[src/scs_pkg.sv]
package scs_pkg;
    // Register byte offsets
    localparam logic [7:0] A_CTRL  = 8'h00;
    localparam logic [7:0] A_PRESC = 8'h04;
    localparam logic [7:0] A_FLASH = 8'h08;
    localparam logic [7:0] A_STAT  = 8'h0C;
    localparam logic [7:0] A_ISTAT = 8'h10;
    localparam logic [7:0] A_IMASK = 8'h14;

    typedef enum logic [1:0] {SRC_INT = 2'b00, SRC_EXT = 2'b01, SRC_PLL = 2'b10} scs_src_t;
    typedef enum logic [1:0] {ST_INT = 2'b00, ST_GAP = 2'b01, ST_EXT = 2'b11, ST_PLL = 2'b10} scs_state_t;

    // Control word, bits 8:0
    typedef struct packed {
        logic [3:0] pll_mul;
        logic       pll_ref_ext;
        logic       pll_en;
        logic       ext_en;
        logic [1:0] src;
    } scs_ctrl_t;

    // Prescaler word, bits 9:0, each field a right shift of its input clock
    typedef struct packed {
        logic [2:0] apb2_sh;
        logic [2:0] apb1_sh;
        logic [3:0] ahb_sh;
    } scs_presc_t;

    typedef struct packed {
        logic       prefetch;
        logic [1:0] wait_st;
    } scs_flash_t;

    localparam logic [8:0] CTRL_RST  = 9'h000;
    localparam logic [9:0] PRESC_RST = 10'h000;
    localparam logic [2:0] FLASH_RST = 3'h0;

    // Interrupt status and mask bits
    localparam int IRQ_EXT   = 0;
    localparam int IRQ_PLL   = 1;
    localparam int IRQ_PRESC = 2;
    localparam int IRQ_W     = 3;

    localparam logic [1:0] BOOT_FLASH  = 2'b00;
    localparam logic [1:0] BOOT_SYSMEM = 2'b01;
    localparam logic [1:0] BOOT_SRAM   = 2'b10;

    // Frequencies in kHz
    localparam int INT_KHZ      = 8000;
    localparam int EXT_MIN_KHZ  = 3000;
    localparam int EXT_MAX_KHZ  = 25000;
    localparam int AHB_MAX_KHZ  = 72000;
    localparam int APB2_MAX_KHZ = 72000;
    localparam int APB1_MAX_KHZ = 36000;
    localparam int PLL_MUL_OFS  = 2;

    // Timing
    localparam int CLK_PERIOD_NS  = 40;
    localparam int CSS_TIMEOUT_NS = 4000;
    localparam int GAP_NS         = 120;
    localparam int BOOT_SETTLE_NS = 200;
    localparam int CSS_CYC  = (CSS_TIMEOUT_NS + CLK_PERIOD_NS - 1) / CLK_PERIOD_NS;
    localparam int GAP_CYC  = (GAP_NS + CLK_PERIOD_NS - 1) / CLK_PERIOD_NS;
    localparam int BOOT_CYC = (BOOT_SETTLE_NS + CLK_PERIOD_NS - 1) / CLK_PERIOD_NS;
endpackage

[src/scs_top.sv]
// Design decisions made here: the AHB-Lite slave port and the register offsets.
`timescale 1ns/1ps
module scs_top import scs_pkg::*; #(
    parameter int EXT_KHZ = 25000
) (
    input  wire logic        i_core_clk,
    input  wire logic        i_nrst,
    input  wire logic        i_ext_beat,
    input  wire logic [1:0]  i_boot_pins,
    input  wire logic        i_hsel,
    input  wire logic [31:0] i_haddr,
    input  wire logic [1:0]  i_htrans,
    input  wire logic        i_hwrite,
    input  wire logic [2:0]  i_hsize,
    input  wire logic [31:0] i_hwdata,
    input  wire logic        i_hready,
    output logic      [31:0] o_hrdata,
    output logic             o_hreadyout,
    output logic             o_hresp,
    output logic             o_sel_int,
    output logic             o_sel_ext,
    output logic             o_sel_pll,
    output logic             o_ext_osc_en,
    output logic             o_pll_en,
    output logic             o_pll_ref_ext,
    output logic      [3:0]  o_pll_mul,
    output logic      [3:0]  o_ahb_shift,
    output logic      [2:0]  o_apb1_shift,
    output logic      [2:0]  o_apb2_shift,
    output logic      [1:0]  o_flash_wait,
    output logic             o_prefetch_en,
    output logic      [1:0]  o_boot_sel,
    output logic             o_irq
);

    if (EXT_KHZ < EXT_MIN_KHZ || EXT_KHZ > EXT_MAX_KHZ) begin : g_bad_ext
        $error("EXT_KHZ outside the external source range");
    end

    scs_state_t       state_r,   state_nxt;
    scs_src_t         tgt_r,     tgt_nxt;
    logic [1:0]       gap_r,     gap_nxt;
    logic [7:0]       mon_cnt_r, mon_cnt_nxt;
    scs_ctrl_t        ctrl_r,    ctrl_nxt;
    scs_presc_t       presc_r,   presc_nxt;
    scs_flash_t       flash_r,   flash_nxt;
    logic [IRQ_W-1:0] istat_r,   istat_nxt;
    logic [IRQ_W-1:0] imask_r,   imask_nxt;
    logic [2:0]       sel_r,     sel_nxt;
    logic             irq_r;
    logic             wpend_r,   wpend_nxt;
    logic [7:0]       waddr_r,   waddr_nxt;
    logic [31:0]      hrdata_r,  hrdata_nxt;
    logic             hready_r,  hready_nxt;
    logic [2:0]       boot_cnt_r, boot_cnt_nxt;
    logic             boot_done_r, boot_done_nxt;
    logic [1:0]       boot_r,    boot_nxt;
    logic [2:0]       beat_s;
    logic [1:0]       boot_s1,   boot_s2;
    logic             beat_edge, ext_use, fail, acc;

    function automatic logic [31:0] sys_khz(input scs_ctrl_t c);
        logic [31:0] ref_khz;
        ref_khz = c.pll_ref_ext ? 32'(EXT_KHZ) : 32'(INT_KHZ / 2);
        case (c.src)
            SRC_EXT: sys_khz = 32'(EXT_KHZ);
            SRC_PLL: sys_khz = ref_khz * (32'(c.pll_mul) + 32'(PLL_MUL_OFS));
            default: sys_khz = 32'(INT_KHZ);
        endcase
    endfunction

    function automatic logic freq_ok(input scs_ctrl_t c, input scs_presc_t p);
        logic [31:0] ahb;
        ahb = sys_khz(c) >> p.ahb_sh;
        freq_ok = (c.src != 2'b11)
               && (c.src != SRC_EXT || c.ext_en)
               && (c.src != SRC_PLL || (c.pll_en && (!c.pll_ref_ext || c.ext_en)))
               && ahb <= 32'(AHB_MAX_KHZ)
               && (ahb >> p.apb2_sh) <= 32'(APB2_MAX_KHZ)
               && (ahb >> p.apb1_sh) <= 32'(APB1_MAX_KHZ);
    endfunction

    // Two-flop synchronisers; third beat stage only for edge detection
    always_ff @(posedge i_core_clk or negedge i_nrst) begin
        if (!i_nrst) begin
            beat_s  <= 3'h0;
            boot_s1 <= 2'h0;
            boot_s2 <= 2'h0;
        end else begin
            beat_s  <= {beat_s[1:0], i_ext_beat};
            boot_s1 <= i_boot_pins;
            boot_s2 <= boot_s1;
        end
    end

    assign beat_edge = beat_s[2] ^ beat_s[1];
    assign ext_use   = (state_r != ST_INT) &&
                       (tgt_r == SRC_EXT || (tgt_r == SRC_PLL && ctrl_r.pll_ref_ext));
    assign fail      = ext_use && (mon_cnt_r == 8'(CSS_CYC));
    assign acc       = i_hsel && i_hready && i_htrans[1];

    always_comb begin
        state_nxt     = state_r;
        tgt_nxt       = tgt_r;
        gap_nxt       = gap_r;
        ctrl_nxt      = ctrl_r;
        presc_nxt     = presc_r;
        flash_nxt     = flash_r;
        istat_nxt     = istat_r;
        imask_nxt     = imask_r;
        wpend_nxt     = 1'b0;
        waddr_nxt     = waddr_r;
        hrdata_nxt    = hrdata_r;
        hready_nxt    = 1'b1;
        boot_cnt_nxt  = boot_cnt_r;
        boot_done_nxt = boot_done_r;
        boot_nxt      = boot_r;

        // Missing-beat watchdog on the external source
        if (!ext_use || beat_edge) begin
            mon_cnt_nxt = 8'h00;
        end else if (mon_cnt_r < 8'(CSS_CYC)) begin
            mon_cnt_nxt = mon_cnt_r + 8'h01;
        end else begin
            mon_cnt_nxt = mon_cnt_r;
        end

        // Bus: address phase
        if (acc && i_hwrite) begin
            wpend_nxt  = 1'b1;
            waddr_nxt  = i_haddr[7:0];
            hready_nxt = 1'b0;
        end else if (acc) begin
            case (i_haddr[7:0])
                A_CTRL:  hrdata_nxt = 32'(ctrl_r);
                A_PRESC: hrdata_nxt = 32'(presc_r);
                A_FLASH: hrdata_nxt = 32'(flash_r);
                A_STAT:  hrdata_nxt = 32'({boot_r, 1'b0, (mon_cnt_r == 8'h00), state_r == ST_GAP, tgt_r});
                A_ISTAT: hrdata_nxt = 32'(istat_r);
                A_IMASK: hrdata_nxt = 32'(imask_r);
                default: hrdata_nxt = 32'h0000_0000;
            endcase
        end

        // Bus: write data phase, one wait state
        if (wpend_r) begin
            case (waddr_r)
                A_CTRL: begin
                    if (freq_ok(scs_ctrl_t'(i_hwdata[8:0]), presc_r)) begin
                        ctrl_nxt = scs_ctrl_t'(i_hwdata[8:0]);
                    end else begin
                        istat_nxt[IRQ_PRESC] = 1'b1;
                    end
                end
                A_PRESC: begin
                    if (freq_ok(ctrl_r, scs_presc_t'(i_hwdata[9:0]))) begin
                        presc_nxt = scs_presc_t'(i_hwdata[9:0]);
                    end else begin
                        istat_nxt[IRQ_PRESC] = 1'b1;
                    end
                end
                A_FLASH: flash_nxt = scs_flash_t'(i_hwdata[2:0]);
                A_ISTAT: istat_nxt = istat_r & ~i_hwdata[IRQ_W-1:0];
                A_IMASK: imask_nxt = i_hwdata[IRQ_W-1:0];
                default: ;
            endcase
            if (waddr_r == A_ISTAT) begin
                istat_nxt[IRQ_PRESC] = istat_r[IRQ_PRESC] & ~i_hwdata[IRQ_PRESC];
            end
        end

        // Source switch: all selects off for the gap, then the target
        case (state_r)
            ST_INT, ST_EXT, ST_PLL: begin
                if (ctrl_r.src != tgt_r) begin
                    state_nxt = ST_GAP;
                    tgt_nxt   = scs_src_t'(ctrl_r.src);
                    gap_nxt   = 2'h0;
                end
            end
            ST_GAP: begin
                if (gap_r == 2'(GAP_CYC - 1)) begin
                    case (tgt_r)
                        SRC_EXT: state_nxt = ST_EXT;
                        SRC_PLL: state_nxt = ST_PLL;
                        default: state_nxt = ST_INT;
                    endcase
                end else begin
                    gap_nxt = gap_r + 2'h1;
                end
            end
            default: state_nxt = ST_INT;
        endcase

        // Failure: fall back to the internal oscillator; flag set wins over clear
        if (fail) begin
            state_nxt    = ST_GAP;
            tgt_nxt      = SRC_INT;
            gap_nxt      = 2'h0;
            ctrl_nxt.src = SRC_INT;
            mon_cnt_nxt  = 8'h00;
            if (tgt_r == SRC_EXT) begin
                istat_nxt[IRQ_EXT] = 1'b1;
            end else begin
                istat_nxt[IRQ_PLL] = 1'b1;
            end
        end

        sel_nxt = {state_nxt == ST_PLL, state_nxt == ST_EXT, state_nxt == ST_INT};

        // Boot pins caught once after settling
        if (!boot_done_r) begin
            if (boot_cnt_r == 3'(BOOT_CYC - 1)) begin
                boot_done_nxt = 1'b1;
                boot_nxt = !boot_s2[0] ? BOOT_FLASH : (boot_s2[1] ? BOOT_SRAM : BOOT_SYSMEM);
            end else begin
                boot_cnt_nxt = boot_cnt_r + 3'h1;
            end
        end
    end

    always_ff @(posedge i_core_clk or negedge i_nrst) begin
        if (!i_nrst) begin
            state_r     <= ST_INT;
            tgt_r       <= SRC_INT;
            gap_r       <= 2'h0;
            mon_cnt_r   <= 8'h00;
            ctrl_r      <= CTRL_RST;
            presc_r     <= PRESC_RST;
            flash_r     <= FLASH_RST;
            istat_r     <= '0;
            imask_r     <= '0;
            sel_r       <= 3'b001;
            irq_r       <= 1'b0;
            wpend_r     <= 1'b0;
            waddr_r     <= 8'h00;
            hrdata_r    <= 32'h0000_0000;
            hready_r    <= 1'b1;
            boot_cnt_r  <= 3'h0;
            boot_done_r <= 1'b0;
            boot_r      <= BOOT_FLASH;
        end else begin
            state_r     <= state_nxt;
            tgt_r       <= tgt_nxt;
            gap_r       <= gap_nxt;
            mon_cnt_r   <= mon_cnt_nxt;
            ctrl_r      <= ctrl_nxt;
            presc_r     <= presc_nxt;
            flash_r     <= flash_nxt;
            istat_r     <= istat_nxt;
            imask_r     <= imask_nxt;
            sel_r       <= sel_nxt;
            irq_r       <= |(istat_nxt & imask_nxt);
            wpend_r     <= wpend_nxt;
            waddr_r     <= waddr_nxt;
            hrdata_r    <= hrdata_nxt;
            hready_r    <= hready_nxt;
            boot_cnt_r  <= boot_cnt_nxt;
            boot_done_r <= boot_done_nxt;
            boot_r      <= boot_nxt;
        end
    end

    assign o_hrdata      = hrdata_r;
    assign o_hreadyout   = hready_r;
    assign o_hresp       = 1'b0;
    assign o_sel_int     = sel_r[0];
    assign o_sel_ext     = sel_r[1];
    assign o_sel_pll     = sel_r[2];
    assign o_ext_osc_en  = ctrl_r.ext_en;
    assign o_pll_en      = ctrl_r.pll_en;
    assign o_pll_ref_ext = ctrl_r.pll_ref_ext;
    assign o_pll_mul     = ctrl_r.pll_mul;
    assign o_ahb_shift   = presc_r.ahb_sh;
    assign o_apb1_shift  = presc_r.apb1_sh;
    assign o_apb2_shift  = presc_r.apb2_sh;
    assign o_flash_wait  = flash_r.wait_st;
    assign o_prefetch_en = flash_r.prefetch;
    assign o_boot_sel    = boot_r;
    assign o_irq         = irq_r;

    property p_int_default;
        @(posedge i_core_clk) disable iff (!i_nrst)
        (state_r == ST_INT) |-> (o_sel_int && !o_sel_ext && !o_sel_pll);
    endproperty
    a_int_default: assert property (p_int_default) else $error("internal source not selected");

    property p_mon_count;
        @(posedge i_core_clk) disable iff (!i_nrst)
        (ext_use && !beat_edge && mon_cnt_r < 8'(CSS_CYC)) |=> (mon_cnt_r == $past(mon_cnt_r) + 8'h01);
    endproperty
    a_mon_count: assert property (p_mon_count) else $error("watchdog did not advance");

    property p_fallback;
        @(posedge i_core_clk) disable iff (!i_nrst)
        fail |=> (state_r == ST_GAP && !o_sel_int && !o_sel_ext && !o_sel_pll)[*3] ##1 o_sel_int;
    endproperty
    a_fallback: assert property (p_fallback) else $error("no fallback to internal source");

    property p_irq_fail;
        @(posedge i_core_clk) disable iff (!i_nrst)
        (fail && tgt_r == SRC_EXT && imask_r[IRQ_EXT] && !wpend_r) |=> o_irq;
    endproperty
    a_irq_fail: assert property (p_irq_fail) else $error("enabled failure gave no interrupt");

    property p_pll_flag;
        @(posedge i_core_clk) disable iff (!i_nrst)
        (fail && tgt_r == SRC_PLL) |=> istat_r[IRQ_PLL];
    endproperty
    a_pll_flag: assert property (p_pll_flag) else $error("pll reference failure not flagged");

    property p_ahb_limit;
        @(posedge i_core_clk) disable iff (!i_nrst)
        (sys_khz(ctrl_r) >> presc_r.ahb_sh) <= 32'(AHB_MAX_KHZ);
    endproperty
    a_ahb_limit: assert property (p_ahb_limit) else $error("ahb clock above limit");

    property p_apb1_limit;
        @(posedge i_core_clk) disable iff (!i_nrst)
        ((sys_khz(ctrl_r) >> presc_r.ahb_sh) >> presc_r.apb1_sh) <= 32'(APB1_MAX_KHZ);
    endproperty
    a_apb1_limit: assert property (p_apb1_limit) else $error("low-speed clock above limit");

    property p_presc_load;
        @(posedge i_core_clk) disable iff (!i_nrst)
        (wpend_r && waddr_r == A_PRESC && freq_ok(ctrl_r, scs_presc_t'(i_hwdata[9:0])))
            |=> (o_ahb_shift == $past(i_hwdata[3:0]) && o_apb1_shift == $past(i_hwdata[6:4]));
    endproperty
    a_presc_load: assert property (p_presc_load) else $error("prescaler write not applied");

    property p_boot_hold;
        @(posedge i_core_clk) disable iff (!i_nrst)
        boot_done_r |=> $stable(o_boot_sel) && boot_done_r;
    endproperty
    a_boot_hold: assert property (p_boot_hold) else $error("boot selection changed");

    property p_sticky;
        @(posedge i_core_clk) disable iff (!i_nrst)
        (istat_r[IRQ_EXT] && !(wpend_r && waddr_r == A_ISTAT && i_hwdata[IRQ_EXT])) |=> istat_r[IRQ_EXT];
    endproperty
    a_sticky: assert property (p_sticky) else $error("failure flag lost");

    property p_one_hot;
        @(posedge i_core_clk) disable iff (!i_nrst)
        $onehot0({o_sel_int, o_sel_ext, o_sel_pll});
    endproperty
    a_one_hot: assert property (p_one_hot) else $error("two sources selected");

endmodule // scs_top

[config.mk]
export PLATFORM = sky130hd
export DESIGN_NAME = scs_top
export DESIGN_NICKNAME = d
export VERILOG_FILES = /design/src/scs_pkg.sv /design/src/scs_top.sv
export SDC_FILE = /design/constraint.sdc
export NUM_CORES = 1
export LEC_CHECK = 0
export ABC_CLOCK_PERIOD_IN_PS = 9600
export BUFFER_PORTS_ARGS = -buffer_cell sky130_fd_sc_hd__clkbuf_2
export CORE_UTILIZATION = 42
export DETAILED_ROUTE_END_ITERATION = 10
export GPL_TIMING_DRIVEN = 0
export HOLD_SLACK_MARGIN = 0.15
export PLACE_DENSITY = 0.59
export SLEW_MARGIN = 20
export SYNTH_ARGS = -nofsm -noshare
export SYNTH_HDL_FRONTEND = slang
export SYNTH_SLANG_ARGS = --single-unit
[constraint.sdc]
create_clock -name i_core_clk -period 9.6 [get_ports i_core_clk]
set_input_delay 0 -clock i_core_clk [delete_from_list [all_inputs] [get_ports i_core_clk]]
set_output_delay 0 -clock i_core_clk [all_outputs]
set_load 0.03 [all_outputs]
==> results.toml <==
[floorplan]
rows = 59
chipHeight_um = 166
dieArea_mm2 = 0.0276
core_area_mm2 = 0.0262
ios = 137
start_util_pct = 43.2
die_width_um = 166

[timing]
slew_viol_final = 0
max_slew.worst_pin.slew_ns = 0.844
timing.final.hold_violations = 0
fin_skew_ns = 0.00675
setup_violations = 0
period_minus_slack_ns = 7.89
fmax_mhz = 127
setup_tns_ns = 0
fin_crit_sh_pct = 82.2
rsz0062_at_grt = "no"
relSlewSlack_pct = 42.3
setup_slack_ns = 1.71

[clock_network]
cts_setup_buffers = 0
cts_tree = "done"
cts_sinks = 79
numCtsBuffers = 9
cts-root-buf = "clkbuf_16"
clk_pin_slew_worst_paths_ns = 0.06
cts.path.max_buffers = 2
holdBufCountCts = 16
htree_num_levels = 3
clock_latency_ns = 0.33
cts-resized-gates = 0

[critical_path]
path_max_fanout = 10
crit_path_max_incr_delay_ns = 0.67
timing.rr.start = "o_pll_mul[1]"
crit_slowest_cell = "a2111oi_2"
cpLargestDelayFamily = "compound AO/OA/AOI/OAI gates"
path_buf_inv = 4
path_cells = "ha_1, nor2b_1, inv_1, fa_1, inv_1, fa_1, fa_1, ha_1, buf_2, a21oi_1, o21ai_4, nor3b_2, or3_4, nand3_1, nand3_4, o21ai_0, mux2i_1, a311oi_1, nand3b_1, o41ai_2, a2111oi_2, nor4b_2, buf_6, mux2_4"
required_ns = 9.81
critPathCaptureType = "flip-flop"
crit_type = "reg2reg"
path_common_cell = "fa_1"
cp.arrival_ns = 8.11
startpoint = "o_pll_mul[1]"
cp-start-kind = "flip-flop"

[final_layout]
syn_to_final_growth_pct = 12.0
layout_common_cells = "nor2_1 (138), nand2_1 (133), ha_1 (80), a21oi_1 (79), dfrtp_1 (77)"
drive_above_1_share_pct = 13.9
nNetsFinal = 1725
n_antenna_cell = 0
final_common_cell = "nor2_1"

[status]
status = "finished with violations"
violations = "design-rule violations"

[power_and_ir_drop]
p_leak_nw = 5.51
p_per_area_mw_per_mm2 = 167
combPwrFrac_pct = 61.6
ir_drop_uv = 140
power_frac_seq_pct = 19.4
internal_power_mw = 1.12
p_clk_share_pct = 18.9
p_sw_share_pct = 47.2
p_switching_mw = 0.998

[route]
dr.pass1.iters = 8
vias = 11600
wl_per_cell_um = 19.4
via_per_inst = 6.17
remaining_drc_errors = 2
totalWireLength_mm = 36.5
drtAntennaViolNets = 0
drt-initial-drc-count = 1207

[synth]
synth-seq-cells = 79
synth.yosys.seq_area_share_pct = 17.5
synth.area.top_cells = "dfrtp_1 (17%), ha_1 (8.8%), fa_1 (5.3%), nor2_1 (4.6%), nand2_1 (4.4%)"
ys_async_sr_fraction_pct = 100
ys.flop_type = "dfrtp_1"
syn-instance-count = 1426
yosys_warnings = 0
synth_enable_flop_cells = 0
synth_top_area_share_pct = 17.0
synth_area_mm2 = 0.0113
ys_types = 112
syn_area_per_cell_um2 = 7.93
synth_top_cell_by_area = "dfrtp_1"

[placement]
pre_cts_ws_ns = 1.84
port_buffers = 60
hpwlAfterDp_mm = 28.7
gp_congestion = 0.936

[grt]
grt_max_degree = 48
grt_use_total_pct = 26.3
overflow = 0
grt_pass1_vias = 11200
grt_pass1_wl_mm = 59.3
antenna_found_initial = 0

[job]
drv_cap = 0

[min_path]
min-delay-start = "i_hwrite"
hold_path_class = "in2reg"
==> per-stage QoR <==
| stage | util [%] | power, mW | instance area, um2 | std cells | hold slack [ns] |
|---|---|---|---|---|---|
| 4_1_cts | 48.3 | 2.11 | 12700 | 1878 | 0.186 |
| 5_1_grt | 48.3 | 2.29 | 12700 | 1878 | 0.240 |
| 3_3_place_gp | 46.3 | 1.68 | 12100 | 1845 | 0.108 |
| 3_5_place_dp | 46.4 | 1.69 | 12200 | 1846 | 0.0148 |
| 6_report | 48.3 | 2.11 | 12700 | 1878 | 0.202 |
| 2_1_floorplan | - | 1.39 | 11400 | 1450 | -0.296 |
==> power by group through the flow <==
stage	logic, mW	registers (mW)	clock network (mW)
5_1_grt	1.45	0.416	0.423
6_report	1.30	0.411	0.400
3_5_place_dp	1.28	0.416	0
2_1_floorplan	0.964	0.428	0
4_1_cts	1.29	0.411	0.408
3_3_place_gp	1.26	0.415	0
==> worst min-delay path: cells and delay by family <==
kind	cells	cell delay, ns
buffers and inverters	1	0.09
and+or+nand+nor	3	0.42
==> logic make-up after synthesis <==
logic type	Yosys count	share of synthesized area [%]
simple gates	513	22.4
compound gates	437	28.4
buf+inv	192	7.95
other cells	1	0.0332
flops	79	17.5
fa+ha+maj	110	14.2
mux	68	7.31
xor+xnor	26	2.31
==> Yosys cell counts, types with 10 or more instances <==
library cell,number
and2_1,16
fa_1,30
a21oi_1,79
a211oi_1,18
nor4_1,11
a22oi_1,14
ha_1,80
o21ai_0,70
buf_4,33
mux2_2,11
dfrtp_1,77
a31oi_1,28
a211o_1,10
clkbuf_1,52
or3_1,10
nand3_1,47
xnor2_1,15
a21o_1,17
buf_2,20
inv_1,73
nand2_1,133
nor2b_1,20
nand2b_1,20
o211ai_1,15
o22ai_1,15
nor3_1,50
mux2i_1,38
nor2_1,138
nand4_1,17
o221ai_1,10
==> final cells by class <==
class,instances,area [um2]
Buffer,116,614
Clock buffer,11,253
Clock inverter,5,104
Fill cell,2646,13500
Inverter,76,285
Multi-Input combinational cell,1179,8520
Sequential cell,79,1980
Tap cell,335,419
Timing Repair Buffer,77,490
==> worst paths after layout <==
check / cells after the start / end / slack, ns
min: 4 / waddr_r[6] / 0.20
max in group asynchronous: 3 / sel_r[0] / 8.73
max: 24 / o_apb2_shift[2] / 1.71
min reg2reg: 0 / beat_s[1] / 0.35
max reg2reg: 24 / o_apb2_shift[2] / 1.71
min in group asynchronous: 2 / waddr_r[0] / 0.21
==> metal layers <==
layer  track usage, %  wire length, um
met2             43.3            16900
met5                0                0
met1             34.5            16100
met3             3.84             2220
met4             11.0             1330
==> flip-flops by register name (all words and copies together) (netlist names), 3 cells and up <==
register and count:
o_hrdata 10, istat_r 3, boot_cnt_r 3, o_pll_mul 4
o_apb1_shift 3, waddr_r 8, sel_r 3, imask_r 3
beat_s 3, o_apb2_shift 3, o_ahb_shift 4, mon_cnt_r 8
No activity file was read; power rests on OpenSTA's default activity.
